## config.mk

```make
export PLATFORM = sky130hd
export DESIGN_NAME = esbc_core
export DESIGN_NICKNAME = d
export VERILOG_FILES = /design/src/inc/esbc_pkg.sv /design/src/rtl/esbc_core.sv /design/src/rtl/esbc_sync.sv
export SDC_FILE = /design/constraint.sdc
export NUM_CORES = 1
export LEC_CHECK = 0
export BUFFER_PORTS_ARGS = -buffer_cell sky130_fd_sc_hd__buf_2
export CAP_MARGIN = 10
export CORE_UTILIZATION = 45
export DETAILED_ROUTE_END_ITERATION = 8
export PLACE_DENSITY = 0.73
export SLEW_MARGIN = 10
export SYNTH_ARGS = -nofsm -noshare
export SYNTH_HDL_FRONTEND = slang
export SYNTH_SLANG_ARGS = --single-unit
```

## constraint.sdc

```tcl
create_clock -name pclk -period 1.2 [get_ports pclk]
set_input_delay 0.24 -clock pclk [delete_from_list [all_inputs] [get_ports pclk]]
set_output_delay 0.24 -clock pclk [all_outputs]
set_load 0.03 [all_outputs]
```

## src/inc/esbc_pkg.sv

```systemverilog
// Shared constants and types for the error status and bus config block.
// Assumes a 32-bit APB slave on one clock; byte addresses below.
package esbc_pkg;

  // Register byte offsets
  localparam logic [7:0] OFS_ERR_EN   = 8'h00;
  localparam logic [7:0] OFS_ERR_LAT  = 8'h04;
  localparam logic [7:0] OFS_ERR_CLR  = 8'h08;
  localparam logic [7:0] OFS_IFACE    = 8'h0c;
  localparam logic [7:0] OFS_WATER    = 8'h10;
  localparam logic [7:0] OFS_IRQ_STAT = 8'h14;
  localparam logic [7:0] OFS_IRQ_MASK = 8'h18;
  localparam logic [7:0] OFS_STATUS   = 8'h1c;

  // Field positions: each decimal field takes one byte lane
  localparam int unsigned POS_HW    = 0;
  localparam int unsigned POS_OP    = 8;
  localparam int unsigned POS_TERM  = 0;
  localparam int unsigned POS_EOI   = 8;
  localparam int unsigned POS_ADDR  = 16;
  localparam int unsigned POS_VALVE = 24;
  localparam int unsigned POS_PEND  = 25;
  localparam int unsigned POS_CLR   = 0;

  // Legal encodings and ranges
  localparam logic [7:0] TERM_MAX   = 8'h03;
  localparam logic [7:0] TERM_NONE  = 8'h03;
  localparam logic [7:0] EOI_MAX    = 8'h01;
  localparam logic [7:0] ADDR_MIN   = 8'h01;
  localparam logic [7:0] ADDR_MAX   = 8'h1e;
  localparam logic [7:0] WMODE_MAX  = 8'h03;

  // Values after reset
  localparam logic [1:0] TERM_RST   = 2'h0;
  localparam logic       EOI_RST    = 1'b0;
  localparam logic [4:0] ADDR_RST   = 5'h0c;
  localparam logic [7:0] MASK_RST   = 8'h00;

  // Automatic valve thresholds (open level, shut level)
  localparam logic [15:0] PWR_OPEN  = 16'h0800;
  localparam logic [15:0] PWR_SHUT  = 16'h0600;
  localparam logic [15:0] TEMP_OPEN = 16'h0400;
  localparam logic [15:0] TEMP_SHUT = 16'h0380;

  // Interrupt status bits
  localparam int unsigned IRQ_W       = 4;
  localparam int unsigned IRQ_HW_ERR  = 0;
  localparam int unsigned IRQ_OP_ERR  = 1;
  localparam int unsigned IRQ_REJECT  = 2;
  localparam int unsigned IRQ_APPLIED = 3;

  // One error group pair, hardware byte and operational byte
  typedef struct packed {
    logic [7:0] op;
    logic [7:0] hw;
  } esbc_err_t;

  // Bus interface settings
  typedef struct packed {
    logic [4:0] addr;
    logic       eoi_off;
    logic [1:0] term;
  } esbc_iface_t;

  typedef enum logic [1:0] {
    WMODE_OFF  = 2'b00,
    WMODE_ON   = 2'b01,
    WMODE_AUTO = 2'b10,
    WMODE_DIS  = 2'b11
  } esbc_wmode_t;

  typedef enum logic {
    VALVE_SHUT = 1'b0,
    VALVE_OPEN = 1'b1
  } esbc_valve_t;

endpackage : esbc_pkg

```

## src/rtl/esbc_core.sv

```systemverilog
// Error status, bus interface settings and cooling valve, APB slave.
// Assumes a command parser on pclk that pulses cmd_end after each
// command's terminator, and error condition lines from outside pins.
//
// Implementation choices: the placing of the registers and the APB interface to the registers.
`timescale 1ns/1ps
module esbc_core
  import esbc_pkg::*;
(
  // Clock and reset
  input  wire logic        pclk,
  input  wire logic        presetn,
  // APB slave
  input  wire logic        psel,
  input  wire logic        penable,
  input  wire logic        pwrite,
  input  wire logic [7:0]  paddr,
  input  wire logic [31:0] pwdata,
  output logic      [31:0] prdata,
  output logic             pready,
  output logic             pslverr,
  // Error condition pins
  input  wire logic [7:0]  hw_err_pin,
  input  wire logic [7:0]  op_err_pin,
  // Command parser
  input  wire logic        cmd_end,
  // Cooling measurements and valve
  input  wire logic [15:0] power_meas,
  input  wire logic [15:0] temp_meas,
  output logic             valve_open,
  // Status outputs
  output logic             hw_summary,
  output logic             op_summary,
  output esbc_iface_t      iface_active,
  output logic             irq
);

  // Bus phases
  logic setup;
  logic wr_acc;
  logic rd_acc;

  // Synchronised error conditions
  esbc_err_t cond;

  // Stored state
  esbc_err_t   mask_q;
  esbc_err_t   latch_q;
  esbc_err_t   latch_d;
  esbc_err_t   rep_q;
  esbc_iface_t pend_q;
  logic        pend_flag_q;
  esbc_iface_t active_q;
  esbc_wmode_t wmode_q;
  esbc_valve_t valve_q;
  logic        valve_out_q;
  logic [IRQ_W-1:0] irq_stat_q;
  logic [IRQ_W-1:0] irq_mask_q;
  logic [IRQ_W-1:0] irq_evt;
  logic [31:0] prdata_q;
  logic        pslverr_q;
  logic        sum_hw_q;
  logic        sum_op_q;

  // Write-field decode
  logic [7:0]  wr_term;
  logic [7:0]  wr_eoi;
  logic [7:0]  wr_addr;
  logic [7:0]  wr_wmode;
  logic        iface_ok;
  logic        wmode_ok;
  logic        addr_hit;
  logic        bad_wr;
  logic        wr_iface_good;
  logic        wr_wmode_good;
  logic        hot;
  logic        cool;

  // Pin conditions pass the three-stage filter
  esbc_sync #(
    .W (8)
  ) u_sync_hw (
    .clk   (pclk),
    .rst_n (presetn),
    .din   (hw_err_pin),
    .dout  (cond.hw)
  );

  esbc_sync #(
    .W (8)
  ) u_sync_op (
    .clk   (pclk),
    .rst_n (presetn),
    .din   (op_err_pin),
    .dout  (cond.op)
  );

  // APB phases; every access completes with no wait state
  assign setup  = psel & ~penable;
  assign wr_acc = psel & penable & pwrite;
  assign rd_acc = psel & penable & ~pwrite;
  assign pready = psel & penable;
  assign prdata  = prdata_q;
  assign pslverr = pslverr_q;

  // Each decimal field sits in its own byte so bad values are visible
  assign wr_term  = pwdata[POS_TERM +: 8];
  assign wr_eoi   = pwdata[POS_EOI  +: 8];
  assign wr_addr  = pwdata[POS_ADDR +: 8];
  assign wr_wmode = pwdata[7:0];

  // Legal settings check
  always_comb begin
    iface_ok = (wr_term <= TERM_MAX) && (wr_eoi <= EOI_MAX);
    if ((wr_term == TERM_NONE) && (wr_eoi != 8'h00)) begin
      iface_ok = 1'b0;
    end
    if ((wr_addr < ADDR_MIN) || (wr_addr > ADDR_MAX)) begin
      iface_ok = 1'b0;
    end
    wmode_ok = (wr_wmode <= WMODE_MAX);
  end

  // Address map decode and write rejection
  always_comb begin
    case (paddr)
      OFS_ERR_EN, OFS_ERR_LAT, OFS_ERR_CLR, OFS_IFACE,
      OFS_WATER, OFS_IRQ_STAT, OFS_IRQ_MASK, OFS_STATUS: begin
        addr_hit = 1'b1;
      end
      default: begin
        addr_hit = 1'b0;
      end
    endcase
    bad_wr = pwrite &&
             (((paddr == OFS_IFACE) && !iface_ok) ||
              ((paddr == OFS_WATER) && !wmode_ok));
  end

  assign wr_iface_good = wr_acc && (paddr == OFS_IFACE) && iface_ok;
  assign wr_wmode_good = wr_acc && (paddr == OFS_WATER) && wmode_ok;

  // Read data and error are captured in setup so they come from flops
  always_ff @(posedge pclk or negedge presetn) begin
    if (!presetn) begin
      prdata_q  <= 32'h0000_0000;
      pslverr_q <= 1'b0;
      rep_q     <= '0;
    end else if (setup) begin
      prdata_q  <= 32'h0000_0000;
      pslverr_q <= !addr_hit || bad_wr;
      rep_q     <= '0;
      if (!pwrite) begin
        case (paddr)
          OFS_ERR_EN: begin
            prdata_q[POS_HW +: 8] <= mask_q.hw;
            prdata_q[POS_OP +: 8] <= mask_q.op;
          end
          OFS_ERR_LAT: begin
            prdata_q[POS_HW +: 8] <= latch_q.hw;
            prdata_q[POS_OP +: 8] <= latch_q.op;
            rep_q                 <= latch_q;
          end
          OFS_IFACE: begin
            prdata_q[POS_TERM +: 8] <= {6'h00, pend_q.term};
            prdata_q[POS_EOI  +: 8] <= {7'h00, pend_q.eoi_off};
            prdata_q[POS_ADDR +: 8] <= {3'h0, pend_q.addr};
          end
          OFS_WATER: begin
            prdata_q[7:0] <= {6'h00, wmode_q};
          end
          OFS_IRQ_STAT: begin
            prdata_q[IRQ_W-1:0] <= irq_stat_q;
          end
          OFS_IRQ_MASK: begin
            prdata_q[IRQ_W-1:0] <= irq_mask_q;
          end
          OFS_STATUS: begin
            prdata_q[POS_TERM +: 8] <= {6'h00, active_q.term};
            prdata_q[POS_EOI  +: 8] <= {7'h00, active_q.eoi_off};
            prdata_q[POS_ADDR +: 8] <= {3'h0, active_q.addr};
            prdata_q[POS_VALVE]     <= valve_out_q;
            prdata_q[POS_PEND]      <= pend_flag_q;
          end
          default: begin
            prdata_q <= 32'h0000_0000;
          end
        endcase
      end
    end
  end

  // Enable masks, hardware byte low and operational byte high
  always_ff @(posedge pclk or negedge presetn) begin
    if (!presetn) begin
      mask_q.hw <= MASK_RST;
      mask_q.op <= MASK_RST;
    end else if (wr_acc && (paddr == OFS_ERR_EN)) begin
      mask_q.hw <= pwdata[POS_HW +: 8];
      mask_q.op <= pwdata[POS_OP +: 8];
    end
  end

  // Latched errors: clears first, detection last so a set always wins
  always_comb begin
    latch_d = latch_q;
    if (rd_acc && (paddr == OFS_ERR_LAT)) begin
      // Only bits already reported are cleared; later ones survive
      latch_d = latch_q & ~rep_q;
    end
    if (wr_acc && (paddr == OFS_ERR_CLR) && pwdata[POS_CLR]) begin
      // Bits whose condition persists stay set
      latch_d.op = latch_d.op & cond.op;
    end
    latch_d = latch_d | cond;
  end

  always_ff @(posedge pclk or negedge presetn) begin
    if (!presetn) begin
      latch_q <= '0;
    end else begin
      latch_q <= latch_d;
    end
  end

  // Summary bits pass only enabled errors
  always_ff @(posedge pclk or negedge presetn) begin
    if (!presetn) begin
      sum_hw_q <= 1'b0;
      sum_op_q <= 1'b0;
    end else begin
      sum_hw_q <= |(latch_q.hw & mask_q.hw);
      sum_op_q <= |(latch_q.op & mask_q.op);
    end
  end

  assign hw_summary = sum_hw_q;
  assign op_summary = sum_op_q;

  // Accepted settings wait here until the carrying command ends
  always_ff @(posedge pclk or negedge presetn) begin
    if (!presetn) begin
      pend_q.term    <= TERM_RST;
      pend_q.eoi_off <= EOI_RST;
      pend_q.addr    <= ADDR_RST;
    end else if (wr_iface_good) begin
      pend_q.term    <= wr_term[1:0];
      pend_q.eoi_off <= wr_eoi[0];
      pend_q.addr    <= wr_addr[4:0];
    end
  end

  // Pending flag; a new write in the end cycle stays pending
  always_ff @(posedge pclk or negedge presetn) begin
    if (!presetn) begin
      pend_flag_q <= 1'b0;
    end else if (wr_iface_good) begin
      pend_flag_q <= 1'b1;
    end else if (cmd_end) begin
      pend_flag_q <= 1'b0;
    end
  end

  // Old terminator serves until the command end, then the swap
  always_ff @(posedge pclk or negedge presetn) begin
    if (!presetn) begin
      active_q.term    <= TERM_RST;
      active_q.eoi_off <= EOI_RST;
      active_q.addr    <= ADDR_RST;
    end else if (cmd_end && pend_flag_q) begin
      active_q <= pend_q;
    end
  end

  assign iface_active = active_q;

  // Water mode register
  always_ff @(posedge pclk or negedge presetn) begin
    if (!presetn) begin
      wmode_q <= WMODE_OFF;
    end else if (wr_wmode_good) begin
      wmode_q <= esbc_wmode_t'(wr_wmode[1:0]);
    end
  end

  // Hysteresis keeps the valve from chattering near one threshold
  assign hot  = (power_meas >= PWR_OPEN) || (temp_meas >= TEMP_OPEN);
  assign cool = (power_meas < PWR_SHUT) && (temp_meas < TEMP_SHUT);

  // Automatic valve state
  always_ff @(posedge pclk or negedge presetn) begin
    if (!presetn) begin
      valve_q <= VALVE_SHUT;
    end else begin
      case (valve_q)
        VALVE_SHUT: begin
          if (hot) begin
            valve_q <= VALVE_OPEN;
          end
        end
        VALVE_OPEN: begin
          if (cool) begin
            valve_q <= VALVE_SHUT;
          end
        end
        default: begin
          valve_q <= VALVE_SHUT;
        end
      endcase
    end
  end

  // Valve drive by mode; disabled mode leaves it shut
  always_ff @(posedge pclk or negedge presetn) begin
    if (!presetn) begin
      valve_out_q <= 1'b0;
    end else begin
      case (wmode_q)
        WMODE_OFF: begin
          valve_out_q <= 1'b0;
        end
        WMODE_ON: begin
          valve_out_q <= 1'b1;
        end
        WMODE_AUTO: begin
          valve_out_q <= (valve_q == VALVE_OPEN);
        end
        default: begin
          valve_out_q <= 1'b0;
        end
      endcase
    end
  end

  assign valve_open = valve_out_q;

  // Interrupt events: new error latched, write refused, settings swapped
  always_comb begin
    irq_evt              = '0;
    irq_evt[IRQ_HW_ERR]  = |(cond.hw & ~latch_q.hw);
    irq_evt[IRQ_OP_ERR]  = |(cond.op & ~latch_q.op);
    irq_evt[IRQ_REJECT]  = wr_acc && bad_wr;
    irq_evt[IRQ_APPLIED] = cmd_end && pend_flag_q;
  end

  // Sticky status, write one to clear; an event in that cycle wins
  always_ff @(posedge pclk or negedge presetn) begin
    if (!presetn) begin
      irq_stat_q <= '0;
    end else if (wr_acc && (paddr == OFS_IRQ_STAT)) begin
      irq_stat_q <= (irq_stat_q & ~pwdata[IRQ_W-1:0]) | irq_evt;
    end else begin
      irq_stat_q <= irq_stat_q | irq_evt;
    end
  end

  // Interrupt mask
  always_ff @(posedge pclk or negedge presetn) begin
    if (!presetn) begin
      irq_mask_q <= '0;
    end else if (wr_acc && (paddr == OFS_IRQ_MASK)) begin
      irq_mask_q <= pwdata[IRQ_W-1:0];
    end
  end

  // Level interrupt while any enabled status bit is set
  assign irq = |(irq_stat_q & irq_mask_q);

endmodule : esbc_core

```

## src/rtl/esbc_sync.sv

```systemverilog
// Three-stage synchroniser with agreement filter for pin inputs.
// Assumes asynchronous inputs; output moves when stages two and three agree.
`timescale 1ns/1ps
module esbc_sync #(
  parameter int unsigned W = 8
) (
  // Clock and reset
  input  wire logic         clk,
  input  wire logic         rst_n,
  // Pin side and clean side
  input  wire logic [W-1:0] din,
  output logic      [W-1:0] dout
);

  logic [W-1:0] s1_q;
  logic [W-1:0] s2_q;
  logic [W-1:0] s3_q;

  // First stage feeds only the second
  always_ff @(posedge clk or negedge rst_n) begin
    if (!rst_n) begin
      s1_q <= '0;
      s2_q <= '0;
      s3_q <= '0;
      dout <= '0;
    end else begin
      s1_q <= din;
      s2_q <= s1_q;
      s3_q <= s2_q;
      // Hold a bit whose last two stages still disagree
      dout <= (s3_q & ~(s2_q ^ s3_q)) | (dout & (s2_q ^ s3_q));
    end
  end

endmodule : esbc_sync

```

==> reports/results.tsv, run 1 <==
stage	metric	value	unit
synthesis	synthTopCellsByCount	163 x dfrtp_1, 42 x nand2_1, 34 x a22o_1, 24 x mux2_1, 22 x inv_1	
clock_tree	cts_sinks	167	
setup_path	cp.arrival	1.33	ns
worst_hold_path	worstHoldPathCells	2	
placed_design	io_buffers	106	
global_route	antenna_found_initial	0	
setup_path	r2r_cells	5	
setup_path	r2r_setup_slack	-0.15	ns
cells_and_area	post-route-util	67.01	%
detailed_routing	drt-initial-drc-count	291	
global_route	grt_max_degree	37	
cells_and_area	antennaDiodeCount	0	
global_route	track_usage	23.93	%
outcome	violations	negative setup slack	
timing	hold_violations	0	
clock_tree	clock-root-buffer	clkbuf_16	
worst_hold_path	hold_path_end	pend_flag_q	
power	power	11950	uW
timing	holdWs	0.02592	ns
worst_hold_path	hold_path_startpoint	cmd_end	
setup_path	worstSetupPathType	reg2out	
synthesis	ys_seq_elements	167	
placed_design	gp_congestion	0.9196	
detailed_routing	drt_wl_total	16690	um
setup_path	crit_required	0.96	ns
detailed_routing	post_drt_wl_per_cell	18.18	um
synthesis	synth_ff_type	dfrtp_1	
floorplanning	initial_core_util	46.52	%
placed_design	place_ws	-0.6897	ns
clock_tree	numCtsBuffers	17	
power	cellPowerDensity	1270	mW/mm^2
synthesis	yosys.area.top_type_share	62.44	%
cells_and_area	nets	822	
timing	fmaxAchievable	0.6371	GHz
global_route	grt_pass1_wl	26850	um
global_route	grt_pass1_vias	5226	
floorplanning	die_area	0.01500	sq mm
floorplanning	num_rows	43	
setup_path	timing.rr.start	irq_mask_q[1]	
clock_tree	clk_pin_slew	0.06	ns
synthesis	synth_edf_count	0	
power	ir_drop	0.0009483	V
synthesis	synth.most_common_cell	dfrtp_1	
outcome	status	finished with violations	
detailed_routing	vias_per_cell	5.385	
synthesis	yosysWarnings	0	
detailed_routing	vias	4943	
global_route	overflow	0	
synthesis	synthesis.instances	494	
setup_path	end_kind	primary output	
timing	finalSetupViolations	66	
setup_path	reg2reg_to	prdata[1]	
floorplanning	io_pins	140	
timing	slew_viol_final	0	
setup_path	startpoint_type	flop	
clock_tree	tritoncts	built	
worst_hold_path	hp-class	in2reg	
synthesis	synth_top_area_cell	dfrtp_1	
power	power.leakage	0.004471	uW
synthesis	syn_avg_cell_area	13.22	sq um
clock_tree	htreeDepth	4	
timing	grt_setup_unrepaired	true	
synthesis	ys_seq_area_share	64.05	%
clock_tree	clockBufferDepth	2	
flow_run	drv_cap	0	
floorplanning	fp.dieH	122.5	um
setup_path	path_max_fanout	2	
synthesis	ys_types	54	
timing	fin_skew	0.005342	ns
floorplanning	core_area	0.01404	sq mm
cells_and_area	instances_no_fill	918	
cells_and_area	syn_to_final_growth	44.03	%
cells_and_area	num-fill-cells	995	
timing	fin_ws	-0.3696	ns
placed_design	dp_cells	837	
timing	min_period	1.570	ns
placed_design	dp_hpwl	11690	um
detailed_routing	drc	0	
synthesis	async_reset_ff_share	100.0	%
detailed_routing	dr.pass1.iters	5	
timing	fin_crit_sh	130.8	%
detailed_routing	final_antenna_net_count	0	
floorplanning	die_x	122.5	um
synthesis	ys_top_cells_by_area	dfrtp_1 62%, a22o_1 4.6%, mux2_1 4.1%	
cells_and_area	layout-drive-gt1-share	44.44	%
synthesis	syn_area	0.006533	sq mm
clock_tree	clock_latency	0.42	ns
-- worst max-delay path by stage --
stage | depth (start not counted) | to | start
2_1_floorplan | 5 | pend_q[0] | pwdata[20]
3_3_place_gp | 6 | pend_q[3] | pwdata[14]
3_5_place_dp | 6 | pend_q[4] | pwdata[14]
4_1_cts | 4 | irq | irq_mask_q[0]
5_1_grt | 4 | irq | irq_mask_q[0]
6_report | 4 | irq | irq_mask_q[0]
-- where the power goes --
part / total, uW / switching (uW) / leakage [uW] / internal [uW]
Clock: 5130 / 2180 / 0.000264 / 2950
Combinational: 922 / 485 / 0.00216 / 436
Sequential: 5900 / 104 / 0.00205 / 5800
Total: 12000 / 2770 / 0.00447 / 9180
-- worst max-delay path, cell delays in order (launching register included) --
cell	delay (ns)
dfrtp_1	0.39
buf_6	0.12
a22oi_2	0.15
nand2_1	0.10
buf_6	0.15
-- stage by stage --
stage | TNS, ns | cell area [sq um]
2_1_floorplan | -12.41 | 6739
3_3_place_gp | -35.42 | 7979
3_5_place_dp | -38.07 | 7979
4_1_cts | -5.253 | 9301
5_1_grt | -8.473 | 9409
6_report | -6.244 | 9409
-- per-layer routing --
| metal | share of wire, % | global-route usage [%] | wire, um | up-vias |
|---|---|---|---|---|
| met3 | 4.6 | 5.576 | 776 | 29 |
| li1 | - | - | - | 2236 |
| met1 | 44 | 31.19 | 7356 | 2529 |
| met4 | 2.0 | 8.460 | 334 | 0 |
| met5 | 0 | 0 | 0 | - |
| met2 | 49 | 39.12 | 8225 | 149 |
-- sequential cells by signal, indices dropped and copies added (netlist names), named ones only --
| name | count |
|---|---|
| iface_active | 8 |
| u_sync_op.s3_q | 8 |
| valve_open | 1 |
| irq_stat_q | 4 |
| pend_flag_q | 1 |
| pslverr | 1 |
| irq_mask_q | 4 |
| mask_q | 16 |
| wmode_q | 2 |
| rep_q | 16 |
| valve_q | 1 |
| hw_summary | 1 |
| u_sync_op.s1_q | 8 |
| op_summary | 1 |
| u_sync_hw.s1_q | 8 |
| u_sync_op.s2_q | 8 |
| prdata | 23 |
| u_sync_hw.s2_q | 8 |
| u_sync_hw.s3_q | 8 |
| pend_q | 8 |
| latch_q | 16 |
-- cells by family after synthesis --
kind of cell	after synthesis	share of synthesized area, %
buf+inv	49	3.697
fa+ha+maj	18	2.835
simple gates	108	8.849
mux	50	8.389
compound gates	101	12.12
flops	167	64.05
other cells	1	0.05741
-- placed cells by master (no fill, tap or decap), types with 9 or more instances in the layout --
cell	n
a22o_1	34
a22oi_1	10
buf_2	62
buf_4	93
buf_6	48
clkbuf_16	17
conb_1	9
dfrtp_1	161
dlygate4sd3_1	17
inv_1	22
maj3_1	16
mux2_4	30
mux2i_1	12
nand2_1	39
nor2_1	10
-- layout make-up --
class	instances	area, sq um	area share [%]
well taps	180	225.2	2.394
multi-input cells	287	2444	25.97
clock inverters	11	101.3	1.077
inverters	23	86.33	0.9176
flip-flops and latches	167	4187	44.49
clock buffers	20	456.7	4.854
repair buffers	230	1909	20.29
-- timing repair --
item | in CTS | in global routing
resized for setup | 109 | 17
pin swaps | 4 | 9
endpoints found under the setup margin | 82 | 98
endpoints found under the hold margin | 37 | 0
hold buffers | 17 | 0
gates cloned | 2 | 0
setup buffers | 24 | 9
(Power assumes the default switching activity.)
==> run 2: changes to the inputs <==
==> constraint.sdc (replaced) <==
create_clock -name pclk -period 1.2 [get_ports pclk]
set_input_delay 0.06 -clock pclk [delete_from_list [all_inputs] [get_ports pclk]]
set_output_delay 0.06 -clock pclk [all_outputs]
set_load 0.03 [all_outputs]
==> run 2 against run 1 <==
  * Fmax grew 13%
  * Register-to-register slack lost 0.03 ns
  * Non-clock buffer count shrank 6
  * Sequential share of layout area grew 1.5 points
  * The run still ends with negative setup slack left
  * Core utilization shrank 2.2 points
  * Critical path depth is the same
  * Worst hold slack lost 0.0038 ns
  * Via count shrank 1.9%
  * Combinational power shrank 1%
  * Cell count shrank 0.54%
==> reports/results.tsv, run 2 (synthesis gave the netlist of run 1 again) <==
stage	metric	value	unit	change
placed_design	io_buffers	106		unchanged
floorplanning	die_area	0.01500	sq mm	unchanged
floorplanning	num_rows	43		unchanged
power	cellPowerDensity	1335	mW/mm^2	was 1270 mW/mm^2
clock_tree	clock_latency	0.43	ns	was 0.42 ns
clock_tree	cts_sinks	167		unchanged
detailed_routing	drc	0		unchanged
power	ir_drop	0.0009922	V	was 0.0009483 V
clock_tree	htreeDepth	4		unchanged
timing	fin_crit_sh	115.7	%	was 130.8%
outcome	status	finished with violations		unchanged
cells_and_area	nets	816		was 822
cells_and_area	syn_to_final_growth	39.26	%	was 44.03%
clock_tree	clk_pin_slew	0.07	ns	was 0.06 ns
power	power.leakage	0.004345	uW	was 0.004471 uW
setup_path	crit_required	1.14	ns	was 0.96 ns
setup_path	end_kind	primary output		unchanged
timing	holdWs	0.02215	ns	was 0.02592 ns
floorplanning	die_x	122.5	um	unchanged
placed_design	gp_congestion	0.8762		was 0.9196
timing	fmaxAchievable	0.7203	GHz	was 0.6371 GHz
detailed_routing	final_antenna_net_count	0		unchanged
placed_design	dp_cells	828		was 837
setup_path	worstSetupPathType	reg2out		unchanged
setup_path	cp.arrival	1.33	ns	about the same
cells_and_area	largest_reg_flops	23		unchanged
worst_hold_path	hp-class	in2reg		unchanged
timing	fin_ws	-0.1883	ns	was -0.3696 ns
global_route	grt_max_degree	38		was 37
clock_tree	clock-root-buffer	clkbuf_16		unchanged
placed_design	place_ws	-0.4532	ns	was -0.6897 ns
detailed_routing	post_drt_wl_per_cell	17.15	um	was 18.18 um
global_route	grt_pass1_wl	24970	um	was 26850 um
cells_and_area	antennaDiodeCount	0		unchanged
cells_and_area	instances_no_fill	913		was 918
timing	slew_viol_final	0		unchanged
timing	min_period	1.388	ns	was 1.570 ns
detailed_routing	dr.pass1.iters	4		was 5
timing	grt_setup_unrepaired	true		unchanged
detailed_routing	vias	4847		was 4943
floorplanning	initial_core_util	46.52	%	unchanged
setup_path	path_max_fanout	2		unchanged
cells_and_area	final_cell_mix	161 x dfrtp_1, 97 x buf_2, 60 x buf_4, 49 x dlygate4sd3_1, 39 x nand2_1		was 161 x dfrtp_1, 93 x buf_4, 62 x buf_2, 48 x buf_6, 39 x nand2_1
timing	hold_violations	0		unchanged
floorplanning	io_pins	140		unchanged
setup_path	startpoint_type	flop		unchanged
detailed_routing	drt_wl_total	15660	um	was 16690 um
clock_tree	clockBufferDepth	2		unchanged
floorplanning	fp.dieH	122.5	um	unchanged
cells_and_area	layout-drive-gt1-share	36.02	%	was 44.44%
detailed_routing	drt-initial-drc-count	387		was 291
timing	finalSetupViolations	8		was 66
flow_run	drv_cap	0		unchanged
global_route	track_usage	22.55	%	was 23.93%
clock_tree	numCtsBuffers	17		unchanged
global_route	grt_pass1_vias	4895		was 5226
cells_and_area	post-route-util	64.79	%	was 67.01%
floorplanning	core_area	0.01404	sq mm	unchanged
cells_and_area	final_common_cell	dfrtp_1		unchanged
global_route	overflow	0		unchanged
outcome	violations	negative setup slack		unchanged
detailed_routing	vias_per_cell	5.309		was 5.385
timing	fin_skew	0.007284	ns	was 0.005342 ns
clock_tree	tritoncts	built		unchanged
global_route	antenna_found_initial	0		unchanged
placed_design	dp_hpwl	10760	um	was 11690 um
## run 2: cell types whose count changed in the layout (fill, tap and decap cells not counted), sizes merged
cell / delta
bufinv: +1
inv: +1
clkinvlp: -1
clkinv: +2
dlygate4sd3: +32
buf: -38
clkbuf: -2
## run 2: area by class of cell
class	count	area, sq um
Multi-Input combinational cell	287	2307
Clock buffer	18	439.2
Tap cell	180	225.2
Fill cell	1033	4945
Sequential cell	167	4187
Clock inverter	14	150.1
Timing Repair Buffer	224	1703
Inverter	23	86.33
## run 2: per-layer routing
layer,GRT usage (%),part of all wire (%),up-vias
met5,0,0,-
met4,9.527,2.7,0
met3,5.390,5.3,28
met2,36.83,49,158
met1,28.73,43,2433
li1,-,-,2228
## run 2: power by group
part / total [uW] / internal (uW) / switching, uW
clock: 5330 / 3130 / 2210
combinational: 912 / 437 / 475
sequential: 5900 / 5800 / 99.9
## run 2: per-stage QoR
stage | power, uW | cell area [sq um] | setup TNS, ns
after floorplan | 6278 | 6638 | -3.577
final | 12140 | 9097 | -0.5078
after detailed placement | 6756 | 7829 | -20.04
after global placement | 6724 | 7829 | -18.37
after global routing | 12620 | 9097 | -1.227
after CTS | 12220 | 8982 | -0.5370
## run 2: timing repair
action | in CTS | in global routing
gates resized for setup | 17 | 23
endpoints found under the setup margin | 10 | 20
hold buffers | 49 | 0
cloned | 1 | 0
setup buffers | 1 | 2
pin swaps | 4 | 7
hold endpoints to repair | 200 | 0
## run 2: worst max-delay path, cell delays in order (launching register included)
cell and delay [ns]:
dfrtp_1 0.39, buf_6 0.12, a22oi_2 0.16, nand2_2 0.09, buf_6 0.14
## run 2: worst paths after layout
path	slack, ns	startpoint	depth (start not counted)	to
max	-0.19	irq_mask_q[1]	4	irq
max reg2reg	-0.18	irq_mask_q[1]	6	prdata[1]
min	0.02	pwdata[8]	3	mask_q[8]
min in group asynchronous	0.11	presetn	2	rep_q[3]
min reg2reg	0.35	u_sync_hw.s1_q[4]	0	u_sync_hw.s2_q[4]
max in group asynchronous	0.54	presetn	3	pend_q[6]
